[src/inc/serial_ctrl_params.svh]
// Constants of the serial control port: offsets, fields, reset values.
// Assumes inclusion by the core and test files.
`ifndef SERIAL_CTRL_PARAMS_SVH
`define SERIAL_CTRL_PARAMS_SVH
`define WORD_BITS        16
`define DATA_BITS        9
`define ADDR_BITS        7
`define DEV_ADDR         7'h1A
`define SOFT_RESET_ADDR  7'h00
`define PIN_CTRL_ADDR    7'h08
`define PIN_CTRL_RESET   9'h000
`define SEL_LSB          0
`define SEL_MSB          2
`define POL_BIT          3
`define DIV_LSB          4
`define DIV_MSB          5
`define SEL_STROBE       3'h0
`define SEL_LOOP_CLK     3'h4
`endif

[src/inc/serial_ctrl_pkg.sv]
// Types shared by the serial control port files.
// Assumes the params header is on the include path.
package serial_ctrl_pkg;
  typedef enum logic {TWO_WIRE, THREE_WIRE} ctrl_mode_type;
endpackage

[src/core/loop_clock_divider.sv]
// Divides the loop clock reference by 1..4 for the shared pin.
// Assumes loopClkRef is a synchronous enable at sys_clk rate.
`timescale 1ns/1ps
`include "serial_ctrl_params.svh"
module loop_clock_divider
  import serial_ctrl_pkg::*;
(
  input  wire logic       sys_clk,
  input  wire logic       reset,
  input  wire logic       loopClkRef,
  input  wire logic [1:0] divCode,
  output logic            divClk
);
  logic [1:0] count_q;
  logic       out_q;
  wire        wrap = (count_q == divCode);

  // Output toggles each divCode+1 reference edges
  always_ff @(posedge sys_clk) begin
    if (reset) begin
      count_q <= 2'h0;
      out_q   <= 1'b0;
    end else if (loopClkRef) begin
      count_q <= wrap ? 2'h0 : count_q + 2'h1;
      out_q   <= wrap ? ~out_q : out_q;
    end
  end
  assign divClk = out_q;
endmodule // loop_clock_divider

[src/core/serial_control_port.sv]
// Serial control port: 3-wire and 2-wire write-only register access.
// Assumes pins synchronous to sys_clk; decoded register lines are outputs.
//
// Contract
// - Mode pin low selects 2-wire, high selects 3-wire protocol.
// - Word is 16 bits: 7 register address bits, 9 data bits.
// - 3-wire mode shifts one data bit per serial clock rise.
// - 3-wire strobe rise commits last 16 shifted bits.
// - 2-wire target only; start is data falling while clock high.
// - After start, shift address plus read/write bit, MSB first.
// - Matching address is acknowledged by pulling data low.
// - Mismatch or read request returns to idle.
// - First data byte is bits 15..8, acknowledged.
// - Second data byte is bits 7..0, acknowledged.
// - Stop is data rising while clock high; back to idle.
// - Start out of sequence restarts the address phase; stop out of sequence forces idle.
// - Target address fixed at 0011010.
// - Write to register 0 restores all defaults.
// - Power-on reset loads defaults.
// - Bits 5:4 divide loop clock by 1 to 4.
// - Shared pin general-purpose only in 2-wire mode.
// - Three-bit field selects shared pin role.
`timescale 1ns/1ps
`include "serial_ctrl_params.svh"
module serial_control_port
  import serial_ctrl_pkg::*;
(
  input  wire logic        sys_clk,
  input  wire logic        reset,
  input  wire logic        modePin,
  input  wire logic        serialClk,
  input  wire logic        serialDataIn,
  output logic             serialDataOut,
  output logic             serialDataOe_n,
  input  wire logic        strobeIn,
  output logic             generalPinOut,
  output logic             generalPinOe_n,
  input  wire logic        loopClkRef,
  input  wire logic        jackDetect,
  input  wire logic        tempOk,
  input  wire logic        autoMuteActive,
  input  wire logic        loopLock,
  output logic             wordValid,
  output logic [6:0]       wordAddr,
  output logic [8:0]       wordData,
  output logic [8:0]       pinControl
);
  // ==========================================================
  // Input synchronisers and edge detection
  logic [2:0] sclSync_q, sdaSync_q, csSync_q;
  always_ff @(posedge sys_clk) begin
    if (reset) begin
      sclSync_q <= 3'h0;
      sdaSync_q <= 3'h7;
      csSync_q  <= 3'h0;
    end else begin
      sclSync_q <= {sclSync_q[1:0], serialClk};
      sdaSync_q <= {sdaSync_q[1:0], serialDataIn};
      csSync_q  <= {csSync_q[1:0], strobeIn};
    end
  end
  // Edges use stages 1 and 2 only; stage 0 feeds stage 1 alone
  wire sclRise = sclSync_q[1] & ~sclSync_q[2];
  wire sclFall = ~sclSync_q[1] & sclSync_q[2];
  wire sclHigh = sclSync_q[1] & sclSync_q[2];
  wire sdaBit  = sdaSync_q[1];
  wire csRise  = csSync_q[1] & ~csSync_q[2];
  wire startCond = sclHigh & ~sdaSync_q[1] & sdaSync_q[2];
  wire stopCond  = sclHigh & sdaSync_q[1] & ~sdaSync_q[2];

  ctrl_mode_type mode;
  assign mode = modePin ? THREE_WIRE : TWO_WIRE;

  // ==========================================================
  // 3-wire shifter
  logic [15:0] shift3_q;
  always_ff @(posedge sys_clk) begin
    if (reset)
      shift3_q <= 16'h0000;
    else if (mode == THREE_WIRE && sclRise)
      shift3_q <= {shift3_q[14:0], sdaBit};
  end
  wire commit3 = (mode == THREE_WIRE) && csRise;

  // ==========================================================
  // 2-wire target engine
  typedef enum logic [2:0] {IDLE, ADDR, ACK_A, BYTE_HI, ACK_H, BYTE_LO, ACK_L,
                            WAIT_STOP} tw_state_type;
  tw_state_type state_q, state_d;
  logic [3:0]  bitCnt_q, bitCnt_d;
  logic [7:0]  byte_q, byte_d;
  logic [15:0] word2_q, word2_d;
  logic        ackDrive_q, ackDrive_d;
  logic        commit2;

  wire [7:0] byteNext = {byte_q[6:0], sdaBit};
  // Decided on the falling clock, when byte_q already holds all eight bits
  wire       addrHit  = (byte_q[7:1] == `DEV_ADDR) && !byte_q[0];

  always_comb begin
    state_d    = state_q;
    bitCnt_d   = bitCnt_q;
    byte_d     = byte_q;
    word2_d    = word2_q;
    ackDrive_d = ackDrive_q;
    commit2    = 1'b0;
    if (mode != TWO_WIRE) begin
      state_d    = IDLE;
      ackDrive_d = 1'b0;
    end else if (startCond) begin
      state_d    = ADDR;
      bitCnt_d   = 4'h0;
      ackDrive_d = 1'b0;
    end else if (stopCond) begin
      state_d    = IDLE;
      ackDrive_d = 1'b0;
    end else begin
      unique case (state_q)
        IDLE, WAIT_STOP: ;
        ADDR, BYTE_HI, BYTE_LO: begin
          if (sclRise) begin
            byte_d   = byteNext;
            bitCnt_d = bitCnt_q + 4'h1;
          end
          if (sclFall && bitCnt_q == 4'h8) begin
            bitCnt_d = 4'h0;
            if (state_q == ADDR) begin
              state_d    = addrHit ? ACK_A : IDLE;
              ackDrive_d = addrHit;
            end else if (state_q == BYTE_HI) begin
              word2_d[15:8] = byte_q;
              state_d       = ACK_H;
              ackDrive_d    = 1'b1;
            end else begin
              word2_d[7:0] = byte_q;
              state_d      = ACK_L;
              ackDrive_d   = 1'b1;
            end
          end
        end
        ACK_A, ACK_H, ACK_L: begin
          if (sclFall) begin
            ackDrive_d = 1'b0;
            bitCnt_d   = 4'h0;
            if (state_q == ACK_A)
              state_d = BYTE_HI;
            else if (state_q == ACK_H)
              state_d = BYTE_LO;
            else begin
              state_d = WAIT_STOP;
              commit2 = 1'b1;
            end
          end
        end
      endcase
    end
  end
  // Byte decision deferred to the 8th falling clock so ACK fits the 9th pulse

  always_ff @(posedge sys_clk) begin
    if (reset) begin
      state_q    <= IDLE;
      bitCnt_q   <= 4'h0;
      byte_q     <= 8'h00;
      word2_q    <= 16'h0000;
      ackDrive_q <= 1'b0;
    end else begin
      state_q    <= state_d;
      bitCnt_q   <= bitCnt_d;
      byte_q     <= byte_d;
      word2_q    <= word2_d;
      ackDrive_q <= ackDrive_d;
    end
  end

  // ==========================================================
  // Word commit and registers
  wire        commit   = commit3 | commit2;
  wire [15:0] word     = commit3 ? shift3_q : word2_d;
  wire [6:0]  cmdAddr  = word[15:9];
  wire [8:0]  cmdData  = word[8:0];
  wire        softRst  = commit && cmdAddr == `SOFT_RESET_ADDR;
  wire        pinWrite = commit && cmdAddr == `PIN_CTRL_ADDR;

  logic [8:0] pinCtrl_q;
  logic       wordValid_q;
  logic [6:0] wordAddr_q;
  logic [8:0] wordData_q;
  always_ff @(posedge sys_clk) begin
    if (reset || softRst)
      pinCtrl_q <= `PIN_CTRL_RESET;
    else if (pinWrite)
      pinCtrl_q <= cmdData;
  end
  always_ff @(posedge sys_clk) begin
    if (reset) begin
      wordValid_q <= 1'b0;
      wordAddr_q  <= 7'h00;
      wordData_q  <= 9'h000;
    end else begin
      wordValid_q <= commit;
      wordAddr_q  <= commit ? cmdAddr : wordAddr_q;
      wordData_q  <= commit ? cmdData : wordData_q;
    end
  end

  // ==========================================================
  // Shared pin function
  wire [2:0] pinSel = pinCtrl_q[`SEL_MSB:`SEL_LSB];
  logic      divClk;
  loop_clock_divider u_div (
    .sys_clk    (sys_clk),
    .reset      (reset),
    .loopClkRef (loopClkRef),
    .divCode    (pinCtrl_q[`DIV_MSB:`DIV_LSB]),
    .divClk     (divClk)
  );
  // Reserved codes drive the polarity bit level rather than float
  wire pinFunc = (pinSel == 3'h1) ? jackDetect :
                 (pinSel == 3'h2) ? tempOk :
                 (pinSel == 3'h3) ? autoMuteActive :
                 (pinSel == `SEL_LOOP_CLK) ? divClk :
                 (pinSel == 3'h5) ? loopLock : 1'b0;
  wire pinDrive = (mode == TWO_WIRE) && pinSel != `SEL_STROBE;

  logic genOut_q, genOe_n_q;
  always_ff @(posedge sys_clk) begin
    if (reset) begin
      genOut_q  <= 1'b0;
      genOe_n_q <= 1'b1;
    end else begin
      genOut_q  <= pinFunc ^ pinCtrl_q[`POL_BIT];
      genOe_n_q <= ~pinDrive;
    end
  end

  assign serialDataOut  = 1'b0;
  assign serialDataOe_n = ~ackDrive_q;
  assign generalPinOut  = genOut_q;
  assign generalPinOe_n = genOe_n_q;
  assign wordValid      = wordValid_q;
  assign wordAddr       = wordAddr_q;
  assign wordData       = wordData_q;
  assign pinControl     = pinCtrl_q;
endmodule // serial_control_port

[config.mk]
export PLATFORM = sky130hd
export DESIGN_NAME = serial_control_port
export DESIGN_NICKNAME = d
export VERILOG_FILES = /design/src/inc/serial_ctrl_pkg.sv /design/src/core/loop_clock_divider.sv /design/src/core/serial_control_port.sv
export VERILOG_INCLUDE_DIRS = /design/src /design/src/inc
export SDC_FILE = /design/constraint.sdc
export NUM_CORES = 1
export LEC_CHECK = 0
export ABC_AREA = 1
export BUFFER_PORTS_ARGS = -buffer_cell sky130_fd_sc_hd__buf_2
export CORE_MARGIN = 2
export CORE_UTILIZATION = 23
export DETAILED_ROUTE_END_ITERATION = 6
export SYNTH_ARGS = -nofsm -noshare
export SYNTH_HDL_FRONTEND = slang
export SYNTH_SLANG_ARGS = --single-unit
[constraint.sdc]
create_clock -name sys_clk -period 4.8 [get_ports sys_clk]
set_input_delay 0.48 -clock sys_clk [delete_from_list [all_inputs] [get_ports sys_clk]]
set_output_delay 0.48 -clock sys_clk [all_outputs]
set_load 0.02 [all_outputs]
# After elaboration in Yosys (flattened, before gate mapping)
# Cells that the tools add are included.
[classes]
eq_ne = 22
n_bitwise = 21
addsub = 2
shift = 0
n_div = 0
mux = 43
n_lt_le_gt_ge = 0
reduce_logical = 23
n_mul = 0
[ops]
columns = ["op", "count"]
rows = [
  ["two-way mux 16 bit", 7],
  ["two-way mux 4 bit", 5],
  ["two-way mux 1 bit", 18],
  ["two-way mux 8 bit", 2],
  ["equality test 3 bit (second input constant)", 5],
  ["equality test 3 x 2 -> 1 bit (second input constant)", 4],
  ["two-way mux 3 bit", 4],
  ["!= test 4 bit (second input constant)", 3],
  ["NOT 1 bit", 11],
  ["AND reduction 5 bit", 2],
  ["AND 1 bit", 8],
  ["two-way mux 2 bit", 4],
  ["case mux 4 bit (2 select lines)", 1],
  ["equality test 7 x 4 -> 1 bit (second input constant)", 1],
  ["equality test 7 x 5 -> 1 bit (second input constant)", 1],
  ["logical AND 1 bit", 7],
  ["logical NOT 7 bit", 1],
  ["equality test 3 x 1 -> 1 bit (second input constant)", 2],
  ["!= test 2 bit (second input constant)", 3],
  ["case mux 3 bit (2 select lines)", 1],
  ["AND reduction 3 bit", 2],
  ["nonzero test 3 bit", 2],
  ["OR reduction 3 bit", 2],
  ["adder 4 x 1 -> 4 bit (second input constant)", 1],
  ["14 further kinds", 14],
]
[word_totals]
rom_bits = 0
word_cells = 129
ram_bits = 0
in_bits = 11
reg_bits = 88
mem_count = 0
latchBits = 0

# Longest topological paths before layout
# Gate-level depths: netlist (run 1).
[logic_depth]
depth_word = 12
ltp_mapped = 15
depth_no_buf = 14

# By module
# A second synthesis (run 1) with hierarchy kept.
[unflattened]
hier_cells = 556
hier_area_um2 = 3983.8
[modules_own_cells]
columns = ["module", "instances", "area_per_inst_um2", "cells_each"]
rows = [
  ["serial_control_port", 1, 3807.4, 529],
  ["loop_clock_divider", 1, 176.4, 27],
]

# Worst setup path before layout (run 1)
# No wires, ideal clock.
[synth_path]
path_kind = "input port to flip-flop"
startpoint = "input modePin"
endpoint = "register pinCtrl_q[0], in the netlist pinControl[0]"
t_required_ns = 4.680
setup_time_ns = 0.120
arrival_time_ns = 1.671
slack_ns = 3.009
n_path_buf = 1
stages = 10
cell_sequence = "inv_2 -> nor3_4 -> inv_2 -> buf_6 -> nand2_2 -> inv_2 -> nor2_2 -> nand3_1 -> nand2_1 -> a21oi_1"
[synth_between]
elab_chain_cells = 6
elab_cells_between_ends = 11
[synth_rtl]
columns = ["item", "line", "source"]
rows = [
  ["start, declared", "serial_control_port.sv:30", "input wire logic modePin,"],
  ["two-way mux 1 bit (*)", "serial_control_port.sv:72", "assign mode = modePin ? THREE_WIRE : TWO_WIRE;"],
  ["two-way mux 16 bit or logical AND 1 bit (tied branches)", "serial_control_port.sv:107, serial_control_port.sv:83", ""],
  ["two-way mux 16 bit", "serial_control_port.sv:179", "wire [15:0] word = commit3 ? shift3_q : word2_d;"],
  ["logical NOT 7 bit (no source line)", "--", ""],
  ["logical AND 1 bit (no source line)", "--", ""],
  ["logical OR 1 bit", "serial_control_port.sv:190", "if (reset || softRst)"],
  ["end signal, assigned", "serial_control_port.sv:191", "pinCtrl_q <= `PIN_CTRL_RESET;"],
  ["end signal, assigned", "serial_control_port.sv:193", "pinCtrl_q <= cmdData;"],
  ["end, declared", "serial_control_port.sv:185", "logic [8:0] pinCtrl_q;"],
]
# Every way passes the cells marked *; elsewhere a longest branch is shown, timed or not.
# A chain may end at the register's enable or synchronous reset.

# Final worst setup path (run 1)
[layout_path]
startpoint = "input modePin"
endpoint = "register pinCtrl_q[2], in the netlist pinControl[2]"
# Same word-level chain as after synthesis.

==> results of run 1 <==
## power breakdown
group | switching [µW] | internal, µW
logic | 66.5 | 28.5
clock network | 287 | 404
registers | 11.9 | 745
total | 366 | 1180
## logic make-up after synthesis
family,Yosys count,synth area share (%)
other,1,0.0942
adders and majority gates,2,0.628
xor gates and xnor gates,2,0.440
buffers and inverters,98,10.4
DFF,88,44.2
and+or+nand+nor,250,29.4
AOI/OAI and AO/OA,106,14.8
## stage by stage
step           area [µm²]  hold slack (ns)  std cells
2_1_floorplan        3980            0.388        547
3_5_place_dp         4330            0.395        787
3_3_place_gp         4330            0.397        787
4_1_cts              4620            0.316        803
5_1_grt              4620            0.328        803
6_report             4620            0.326        803
## final timing paths
check                          start                    endpoint  slack [ns]  depth (start not counted)
max reg2reg   csSync_q[2]$_SDFF_PP0_  pinControl[2]$_SDFFE_PP0P_        2.10                          8
max                          modePin  pinControl[2]$_SDFFE_PP0P_        1.79                         10
min reg2reg  sclSync_q[0]$_SDFF_PP0_     sclSync_q[1]$_SDFF_PP0_        0.40                          2
min                     serialDataIn     sdaSync_q[0]$_SDFF_PP1_        0.33                          2
## registers in the layout (all words and copies together) (netlist names), 4 cells and up
| register | flops |
|---|---|
| bitCnt_q | 4 |
| wordAddr | 7 |
| shift3_q | 16 |
| byte_q | 8 |
| word2_q | 16 |
| wordData | 9 |
| pinControl | 9 |
## worst max-delay path: stages
cell and delay (ns):
buf_2 0.33, inv_2 0.15, nor3_4 0.52, inv_2 0.27, nand2_2 0.34, inv_2 0.20, nor2_2 0.37, nand3_1 0.34
nand2_1 0.15, a21oi_1 0.07
## Yosys cell counts (all sizes together)
library cell	count
nand4	14
nand2	133
a21boi	1
buf	12
and3	1
nor2	40
inv	72
nand3	45
nand3b	2
o21ai	36
nor4	2
o311ai	1
a211oi	2
conb	1
nor3	9
a21oi	48
nor3b	1
o21bai	11
clkbuf	14
ha	2
or2	3
dfxtp	88
xor2	2
o211ai	7
## per-layer routing
layer  up-vias  wire [µm]  part of all wire, %  track usage [%]
met5         -          0                    0                0
met4         0        272                  2.8             5.21
met3        15        284                  2.9             1.80
met2        57       4580                   47             17.6
met1      1574       4670                   48             14.8
li1       1825          -                    -                -
## final cells by class
type / count / area [µm²] / area share [%]
inverter: 72 / 270 / 5.85
tap: 225 / 282 / 6.09
multi-input combinational: 361 / 1810 / 39.1
timing repair buffer: 41 / 210 / 4.55
sequential: 88 / 1760 / 38.1
clock inverter: 5 / 56.3 / 1.22
clock buffer: 11 / 233 / 5.04
==> results.sh, run 1 <==
export IMPL_clkTransAtPathRegs_ns=0.06
export IMPL_fill_cells=1878
export IMPL_antenna_found_initial=0
export IMPL_avgSynthCellArea_um2=7.28
export IMPL_total_power_uw=1540
export IMPL_grt_pass1_vias=3150
export IMPL_hpwl_mm=7.18
export IMPL_firstDrtPassIters=4
export IMPL_hold_class="in2reg"
export IMPL_final_common_cell="nand2_1"
export IMPL_clockRootBuffer="clkbuf_16"
export IMPL_cap_violations=0
export IMPL_synth_top_area_share_pct=44.2
export IMPL_die_area_um2=18400
export IMPL_clock_path_buffers=2
export IMPL_grt_use_total_pct=11.1
export IMPL_synth_seq_area_share_pct=44.2
export IMPL_synth_cell_type_count=35
export IMPL_gp_congestion=0.875
export IMPL_drive_gt1_share_pct=14.7
export IMPL_worstPathMaxFanout=20
export IMPL_coreArea_um2=17100
export IMPL_grt_max_degree=44
export IMPL_synth_cell_area_um2=3980
export IMPL_required_ns=5.02
export IMPL_ctsResizeCount=0
export IMPL_diodes=0
export IMPL_postSynthCellCount=547
export IMPL_start_util_pct=23.3
export IMPL_maxSlewViolCount=0
export IMPL_grt_pass1_wl_mm=16.1
export IMPL_critPathKind="in2reg"
export IMPL_ir_worst_vdd_v=0.000186
export IMPL_yosys_register_bits=88
export IMPL_nNetsFinal=586
export IMPL_ios=41
export IMPL_drc=0
export IMPL_fin_skew_ns=0.00617
export IMPL_die_w_um=136
export IMPL_synthToLayoutAreaGrowth_pct=16.0
export IMPL_dp_slack_ns=1.44
export IMPL_rows=48
export IMPL_startpoint_type="primary input"
export IMPL_drt_wl_total_mm=9.80
export IMPL_cp_end_kind="flip-flop"
export IMPL_layout_setup_ws_ns=1.79
export IMPL_grt_setup_unrepaired="false"
export IMPL_setup_viol=0
export IMPL_final_setup_tns_ns=0
export IMPL_placement_io_buffers=39
export IMPL_synthTopCellsByArea="dfxtp_1 44%, nand2_1 12%, inv_1 6.0%, a21oi_1 5.9%, nand3_1 5.0%"
export IMPL_fmax_mhz=333
export IMPL_arrival_ns=3.23
export IMPL_powerDensity_nw_per_um2=334
export IMPL_postRouteAntennaNets=0
export IMPL_layout_common_cells="127 x nand2_1, 88 x dfxtp_1, 64 x inv_1, 47 x a21oi_1, 40 x nand3_1"
export IMPL_synth_top_cell_by_area="dfxtp_1"
export IMPL_htreeDepth=3
export IMPL_yosysWarnings=0
export IMPL_first_iter_violations=242
export IMPL_hold_buffers=0
export IMPL_cts_setup_buffers=0
export IMPL_grt_overflow_total=0
export IMPL_leakagePower_uw=0.00200
export IMPL_syn_nets=560
export IMPL_status="completed"
export IMPL_via_per_inst=4.32
export IMPL_clock_sinks=88
export IMPL_cts_buffers=9
export IMPL_min_period_ns=3.01
export IMPL_worst_pin_slew_ns=0.958
export IMPL_cts_tree="yes"
export IMPL_vias=3471
export IMPL_hold_viol=0
export IMPL_die_h_um=136
export IMPL_fin_util_pct=27.0
export IMPL_clock_latency_ns=0.34
export IMPL_period_share_pct=62.6
export IMPL_slew_headroom_pct=36.1
export IMPL_wire_per_inst_um=12.2
Note: power is estimated with default switching activity, not from simulation.
==> run 2, diff against run 1 <==
- clock period: 4.8 -> 2.4 ns (I/O delays scaled with it)
==> results.sh, run 2 (synthesis results as in run 1) <==
export IMPL_status="completed"
export IMPL_ctsResizeCount=1
export IMPL_clkTransAtPathRegs_ns=0.07
export IMPL_sw_frac_of_total_pct=25.3
export IMPL_clockRootBuffer="clkbuf_16"
export IMPL_arrival_ns=2.43
export IMPL_critPathKind="reg2reg"
export IMPL_startpoint_type="flip-flop"
export IMPL_cp_slowest_cell="dfxtp_1"
export IMPL_first_iter_violations=187
export IMPL_nNetsFinal=599
export IMPL_die_area_um2=18400
export IMPL_drive_gt1_share_pct=17.3
export IMPL_fmax_mhz=465
export IMPL_clock_sinks=88
export IMPL_maxSlewViolCount=0
export IMPL_clock_path_buffers=2
export IMPL_fill_cells=1849
export IMPL_cts_setup_buffers=0
export IMPL_grt_max_degree=33
export IMPL_grt_setup_unrepaired="false"
export IMPL_cts_tree="yes"
export IMPL_reg_largest_list="shift3_q x16, word2_q x16"
export IMPL_total_power_uw=3180
export IMPL_required_ns=2.68
export IMPL_placement_io_buffers=39
export IMPL_crit_path_max_incr_delay_ns=0.36
export IMPL_hold_start="serialDataIn"
export IMPL_hold_buffers=0
export IMPL_cp_end_kind="flip-flop"
export IMPL_die_h_um=136
export IMPL_crit_path_start="state_q[2]$_SDFFE_PP0P_"
export IMPL_grt_overflow_total=0
export IMPL_layout_cells_non_filler=816
export IMPL_vias=3543
export IMPL_ir_worst_vdd_v=0.000355
export IMPL_hold_viol=0
export IMPL_holdWs_ns=0.0763
export IMPL_final_cell_area_um2=4750
export IMPL_synthToLayoutAreaGrowth_pct=19.4
export IMPL_fin_skew_ns=0.00750
export IMPL_seq_area_um2=1760
export IMPL_gp_congestion=0.810
export IMPL_start_util_pct=23.3
export IMPL_final_common_cell="nand2_1"
export IMPL_firstDrtPassIters=4
export IMPL_wire_per_inst_um=12.0
export IMPL_drc=0
export IMPL_drt_wl_total_mm=9.81
export IMPL_postRouteAntennaNets=0
export IMPL_multiInputGateArea_um2=1830
export IMPL_leakagePower_uw=0.00206
export IMPL_crit_family="simple AND/OR/NAND/NOR gates"
export IMPL_clock_latency_ns=0.35
export IMPL_p_comb_share_pct=6.7
export IMPL_rows=48
export IMPL_grt_pass1_wl_mm=16.3
export IMPL_internal_power_uw=2380
export IMPL_numPlacedInstances=800
export IMPL_cap_violations=0
export IMPL_layout_common_cells="127 x nand2_1, 88 x dfxtp_1, 64 x inv_1, 47 x a21oi_1"
export IMPL_grt_use_total_pct=11.2
export IMPL_grt_pass1_vias=3294
export IMPL_seq_power_share_pct=47.3
export IMPL_hold_class="in2reg"
export IMPL_power_clock_fraction_pct=46.0
export IMPL_placed_area_um2=4430
export IMPL_powerDensity_nw_per_um2=669
export IMPL_p_switching_uw=806
export IMPL_period_share_pct=89.6
export IMPL_critPathBufInv=3
export IMPL_antenna_found_initial=0
export IMPL_fin_util_pct=27.8
export IMPL_coreArea_um2=17100
export IMPL_htreeDepth=3
export IMPL_die_w_um=136
export IMPL_diodes=0
export IMPL_min_period_ns=2.15
export IMPL_via_per_inst=4.34
export IMPL_hpwl_mm=6.98
export IMPL_worst_pin_slew_ns=0.609
export IMPL_crit_chain="inv_2 -> nand3_4 -> buf_4 -> nor2_4 -> nand3_1 -> nand3_1 -> nand2_1 -> nor2_1 -> buf_4 -> nand4_1 -> a21oi_1"
export IMPL_slew_headroom_pct=59.3
export IMPL_setup_viol=0
export IMPL_cts_buffers=9
export IMPL_ios=41
export IMPL_worstPathMaxFanout=9
export IMPL_timing_rr_start="state_q[2]$_SDFFE_PP0P_"
run 2: cell types whose count changed in the layout (fill, tap and decap cells not counted), sizes merged:
cell	change
clkinvlp	+3
inv	+1
clkbuf	-2
clkinv	-2
buf	+13
run 2: path summary, 6_finish.rpt:
check | slack [ns] | cells past startpoint | end
worst min-delay path | 0.08 | 2 | sdaSync_q[0]$_SDFF_PP1_
worst max register to register | 0.25 | 11 | pinControl[6]$_SDFFE_PP0P_
worst min register to register | 0.41 | 1 | sdaSync_q[1]$_SDFF_PP1_
worst max-delay path | 0.25 | 11 | pinControl[6]$_SDFFE_PP0P_
run 2: worst reg2reg max path: cells and delay by family (launching register included):
| kind | cells | cell delay (ns) |
|---|---|---|
| buf+inv | 3 | 0.55 |
| flops | 1 | 0.36 |
| compound gates | 1 | 0.16 |
| simple gates | 7 | 0.99 |
run 2: metrics by stage:
| stage | setup slack (ns) | TNS [ns] |
|---|---|---|
| 2_1_floorplan | 0.623 | 0 |
| 3_3_place_gp | -0.0881 | -0.744 |
| 3_5_place_dp | -0.232 | -1.99 |
| 4_1_cts | 0.0298 | 0 |
| 5_1_grt | 0.0382 | 0 |
| 6_report | 0.250 | 0 |
run 2: power groups by stage:
stage	sequential, µW	combinational, µW	clock [µW]
6_report	1510	213	1460
5_1_grt	1510	239	1550
4_1_cts	1510	213	1490
3_5_place_dp	1540	212	0
3_3_place_gp	1540	211	0
2_1_floorplan	1550	142	0
run 2: layout make-up:
class | instances | area share (%)
Sequential cell | 88 | 37.1
Clock buffer | 9 | 4.74
Tap cell | 225 | 5.92
Timing Repair Buffer | 54 | 6.48
Inverter | 72 | 5.69
Multi-Input combinational cell | 361 | 38.4
Clock inverter | 7 | 1.68
run 2: routing by layer:
metal	share of wire, %	vias up	track usage, %	wire, µm
met2	47	43	17.8	4650
met4	1.8	0	4.92	174
met3	3.0	13	2.36	290
met1	48	1636	14.5	4690
met5	0	-	0	0
li1	-	1851	-	-
==> run 3, diff against run 2 <==
--- a/config.mk
+++ b/config.mk
@@ -14,3 +14,4 @@
 export SYNTH_ARGS = -nofsm -noshare
 export SYNTH_HDL_FRONTEND = slang
+export SYNTH_HIERARCHICAL = 1
 export SYNTH_SLANG_ARGS = --single-unit
==> constraint.sdc (replaced) <==
create_clock -name sys_clk -period 2.4 [get_ports sys_clk]
set_input_delay 0.24 -clock sys_clk [delete_from_list [all_inputs] [get_ports sys_clk]]
set_output_delay 0.24 -clock sys_clk [all_outputs]
set_load 0.05 [all_outputs]
==> results.sh, run 3 <==
export IMPL_synth_top_area_share_pct=44.2
export IMPL_drc=0
export IMPL_arrival_ns=2.43
export IMPL_ios=41
export IMPL_die_area_um2=18400
export IMPL_fin_skew_ns=0.00695
export IMPL_htreeDepth=3
export IMPL_clock_path_buffers=2
export IMPL_clock_latency_ns=0.34
export IMPL_clkTransAtPathRegs_ns=0.06
export IMPL_synth_cell_area_um2=3980
export IMPL_hpwl_mm=7.29
export IMPL_grt_pass1_vias=3265
export IMPL_period_share_pct=92.0
export IMPL_gp_congestion=0.787
export IMPL_grt_max_degree=34
export IMPL_slew_headroom_pct=58.4
export IMPL_final_common_cell="nand2_1"
export IMPL_synth_top_cell_by_area="dfxtp_1"
export IMPL_syn_nets=569
export IMPL_start_util_pct=23.3
export IMPL_netlist_top_cells_count="140 x nand2_1, 88 x dfxtp_1, 61 x inv_1"
export IMPL_holdWs_ns=0.0985
export IMPL_cts_tree="yes"
export IMPL_layout_common_cells="138 x nand2_1, 87 x dfxtp_1, 61 x inv_1, 56 x a21oi_1, 43 x nor2_1"
export IMPL_synth_most_common_cell="nand2_1"
export IMPL_postRouteAntennaNets=0
export IMPL_critPathKind="reg2reg"
export IMPL_vias=3552
export IMPL_synthTopCellsByArea="dfxtp_1 44%, nand2_1 13%, a21oi_1 7.0%, inv_1 5.7%, o21ai_0 5.3%"
export IMPL_powerDensity_nw_per_um2=665
export IMPL_grt_use_total_pct=11.1
export IMPL_die_w_um=136
export IMPL_yosysWarnings=6
export IMPL_diodes=0
export IMPL_setup_viol=0
export IMPL_cp_end_kind="flip-flop"
export IMPL_reg_largest_list="shift3_q x16, word2_q x16"
export IMPL_hold_class="in2reg"
export IMPL_fmax_mhz=453
export IMPL_required_ns=2.62
export IMPL_status="completed"
export IMPL_via_per_inst=4.31
export IMPL_nNetsFinal=609
export IMPL_drive_gt1_share_pct=16.5
export IMPL_clockRootBuffer="clkbuf_16"
export IMPL_maxSlewViolCount=0
export IMPL_synthToLayoutAreaGrowth_pct=19.6
export IMPL_avgSynthCellArea_um2=7.17
export IMPL_fill_cells=1885
export IMPL_grt_overflow_total=0
export IMPL_yosys_register_bits=88
export IMPL_multiInputGateArea_um2=1860
export IMPL_synth_edf_count=0
export IMPL_total_power_uw=3170
export IMPL_startpoint_type="flip-flop"
export IMPL_whs_path_depth=2
export IMPL_firstDrtPassIters=4
export IMPL_synth_seq_area_share_pct=44.2
export IMPL_synth_cell_type_count=37
export IMPL_clock_sinks=88
export IMPL_coreArea_um2=17100
export IMPL_cap_violations=0
export IMPL_seq_area_um2=1760
export IMPL_ir_worst_vdd_v=0.000317
export IMPL_cts_buffers=9
export IMPL_synth_main_ff_cell="dfxtp_1"
export IMPL_rows=48
export IMPL_first_iter_violations=240
export IMPL_ys_async_sr_fraction_pct=0
export IMPL_die_h_um=136
export IMPL_postSynthCellCount=556
export IMPL_hold_buffers=0
export IMPL_wire_per_inst_um=12.0
export IMPL_hold_viol=0
export IMPL_leakagePower_uw=0.00202
export IMPL_min_period_ns=2.21
export IMPL_antenna_found_initial=0
export IMPL_drt_wl_total_mm=9.90
export IMPL_worst_pin_slew_ns=0.624
export IMPL_placement_io_buffers=39
export IMPL_reg2regPathDepth=12
export IMPL_worstPathMaxFanout=6
export IMPL_grt_pass1_wl_mm=16.2
## run 3: final timing paths
path                             from                        to  slack [ns]
min                      serialDataIn   sdaSync_q[0]$_SDFF_PP1_         0.1
min reg2reg   sdaSync_q[0]$_SDFF_PP1_   sdaSync_q[1]$_SDFF_PP1_        0.41
max reg2reg  bitCnt_q[0]$_SDFFE_PP0P_  bitCnt_q[3]$_SDFFE_PP0P_        0.19
max          bitCnt_q[0]$_SDFFE_PP0P_  bitCnt_q[3]$_SDFFE_PP0P_        0.19
## run 3: logic make-up (layout without fill, tap and decap cells)
| kind of cell | count (synthesis) | count (layout) | share of synthesized area, % |
|---|---|---|---|
| buffers and inverters | 92 | 136 | 9.33 |
| DFF | 88 | 88 | 44.2 |
| and+or+nand+nor | 247 | 247 | 28.2 |
| other | 1 | 1 | 0.0941 |
| AOI/OAI and AO/OA | 123 | 123 | 16.9 |
| xor gates and xnor gates | 3 | 3 | 0.660 |
| adders and majority gates | 2 | 2 | 0.628 |
## run 3: layer usage
metal  track usage [%]  routed length, µm
met2              17.9               4500
met5                 0                  0
met4              3.70                128
met1              14.7               4880
met3              2.54                395
## run 3: repair_timing
action | 4_1_cts | 5_1_grt
setup endpoints to repair | 0 | 9
resized for setup | 0 | 3
setup buffers | 0 | 2
## run 3: layout make-up
cell class	count	share of cell area, %
clock inverters	5	1.73
clock buffers	10	4.80
inverters	71	5.59
multi-input cells	376	38.9
flip-flops and latches	88	37.0
well taps	225	5.91
repair buffers	50	6.04
## run 3: report_power, final
part	leakage (µW)	switching (µW)	internal (µW)
registers	0.000713	14.7	1490
logic	0.00115	136	52.0
clock network	0.000153	569	908
total	0.00202	720	2450
## run 3: critical path, stage by stage (launching register included)
cell and delay (ns):
dfxtp_1 0.33, inv_1 0.08, ha_1 0.19, nand3_1 0.14
nor2_4 0.22, clkbuf_2 0.21, nand2_1 0.08, nand2_1 0.13
inv_1 0.08, o211ai_1 0.10, nand2_2 0.13, o21ai_0 0.31
nor2_1 0.09
## run 3: per-stage QoR
stage	setup TNS [ns]	setup WS (ns)	cell area [µm²]	instances	utilization (%)
3_5_place_dp	0	0.250	4440	808	25.9
6_report	0	0.191	4770	825	27.8
2_1_floorplan	0	0.624	3980	556	-
3_3_place_gp	0	0.282	4440	808	25.9
4_1_cts	0	0.264	4750	823	27.7
5_1_grt	-0.00658	-0.00658	4770	825	27.8
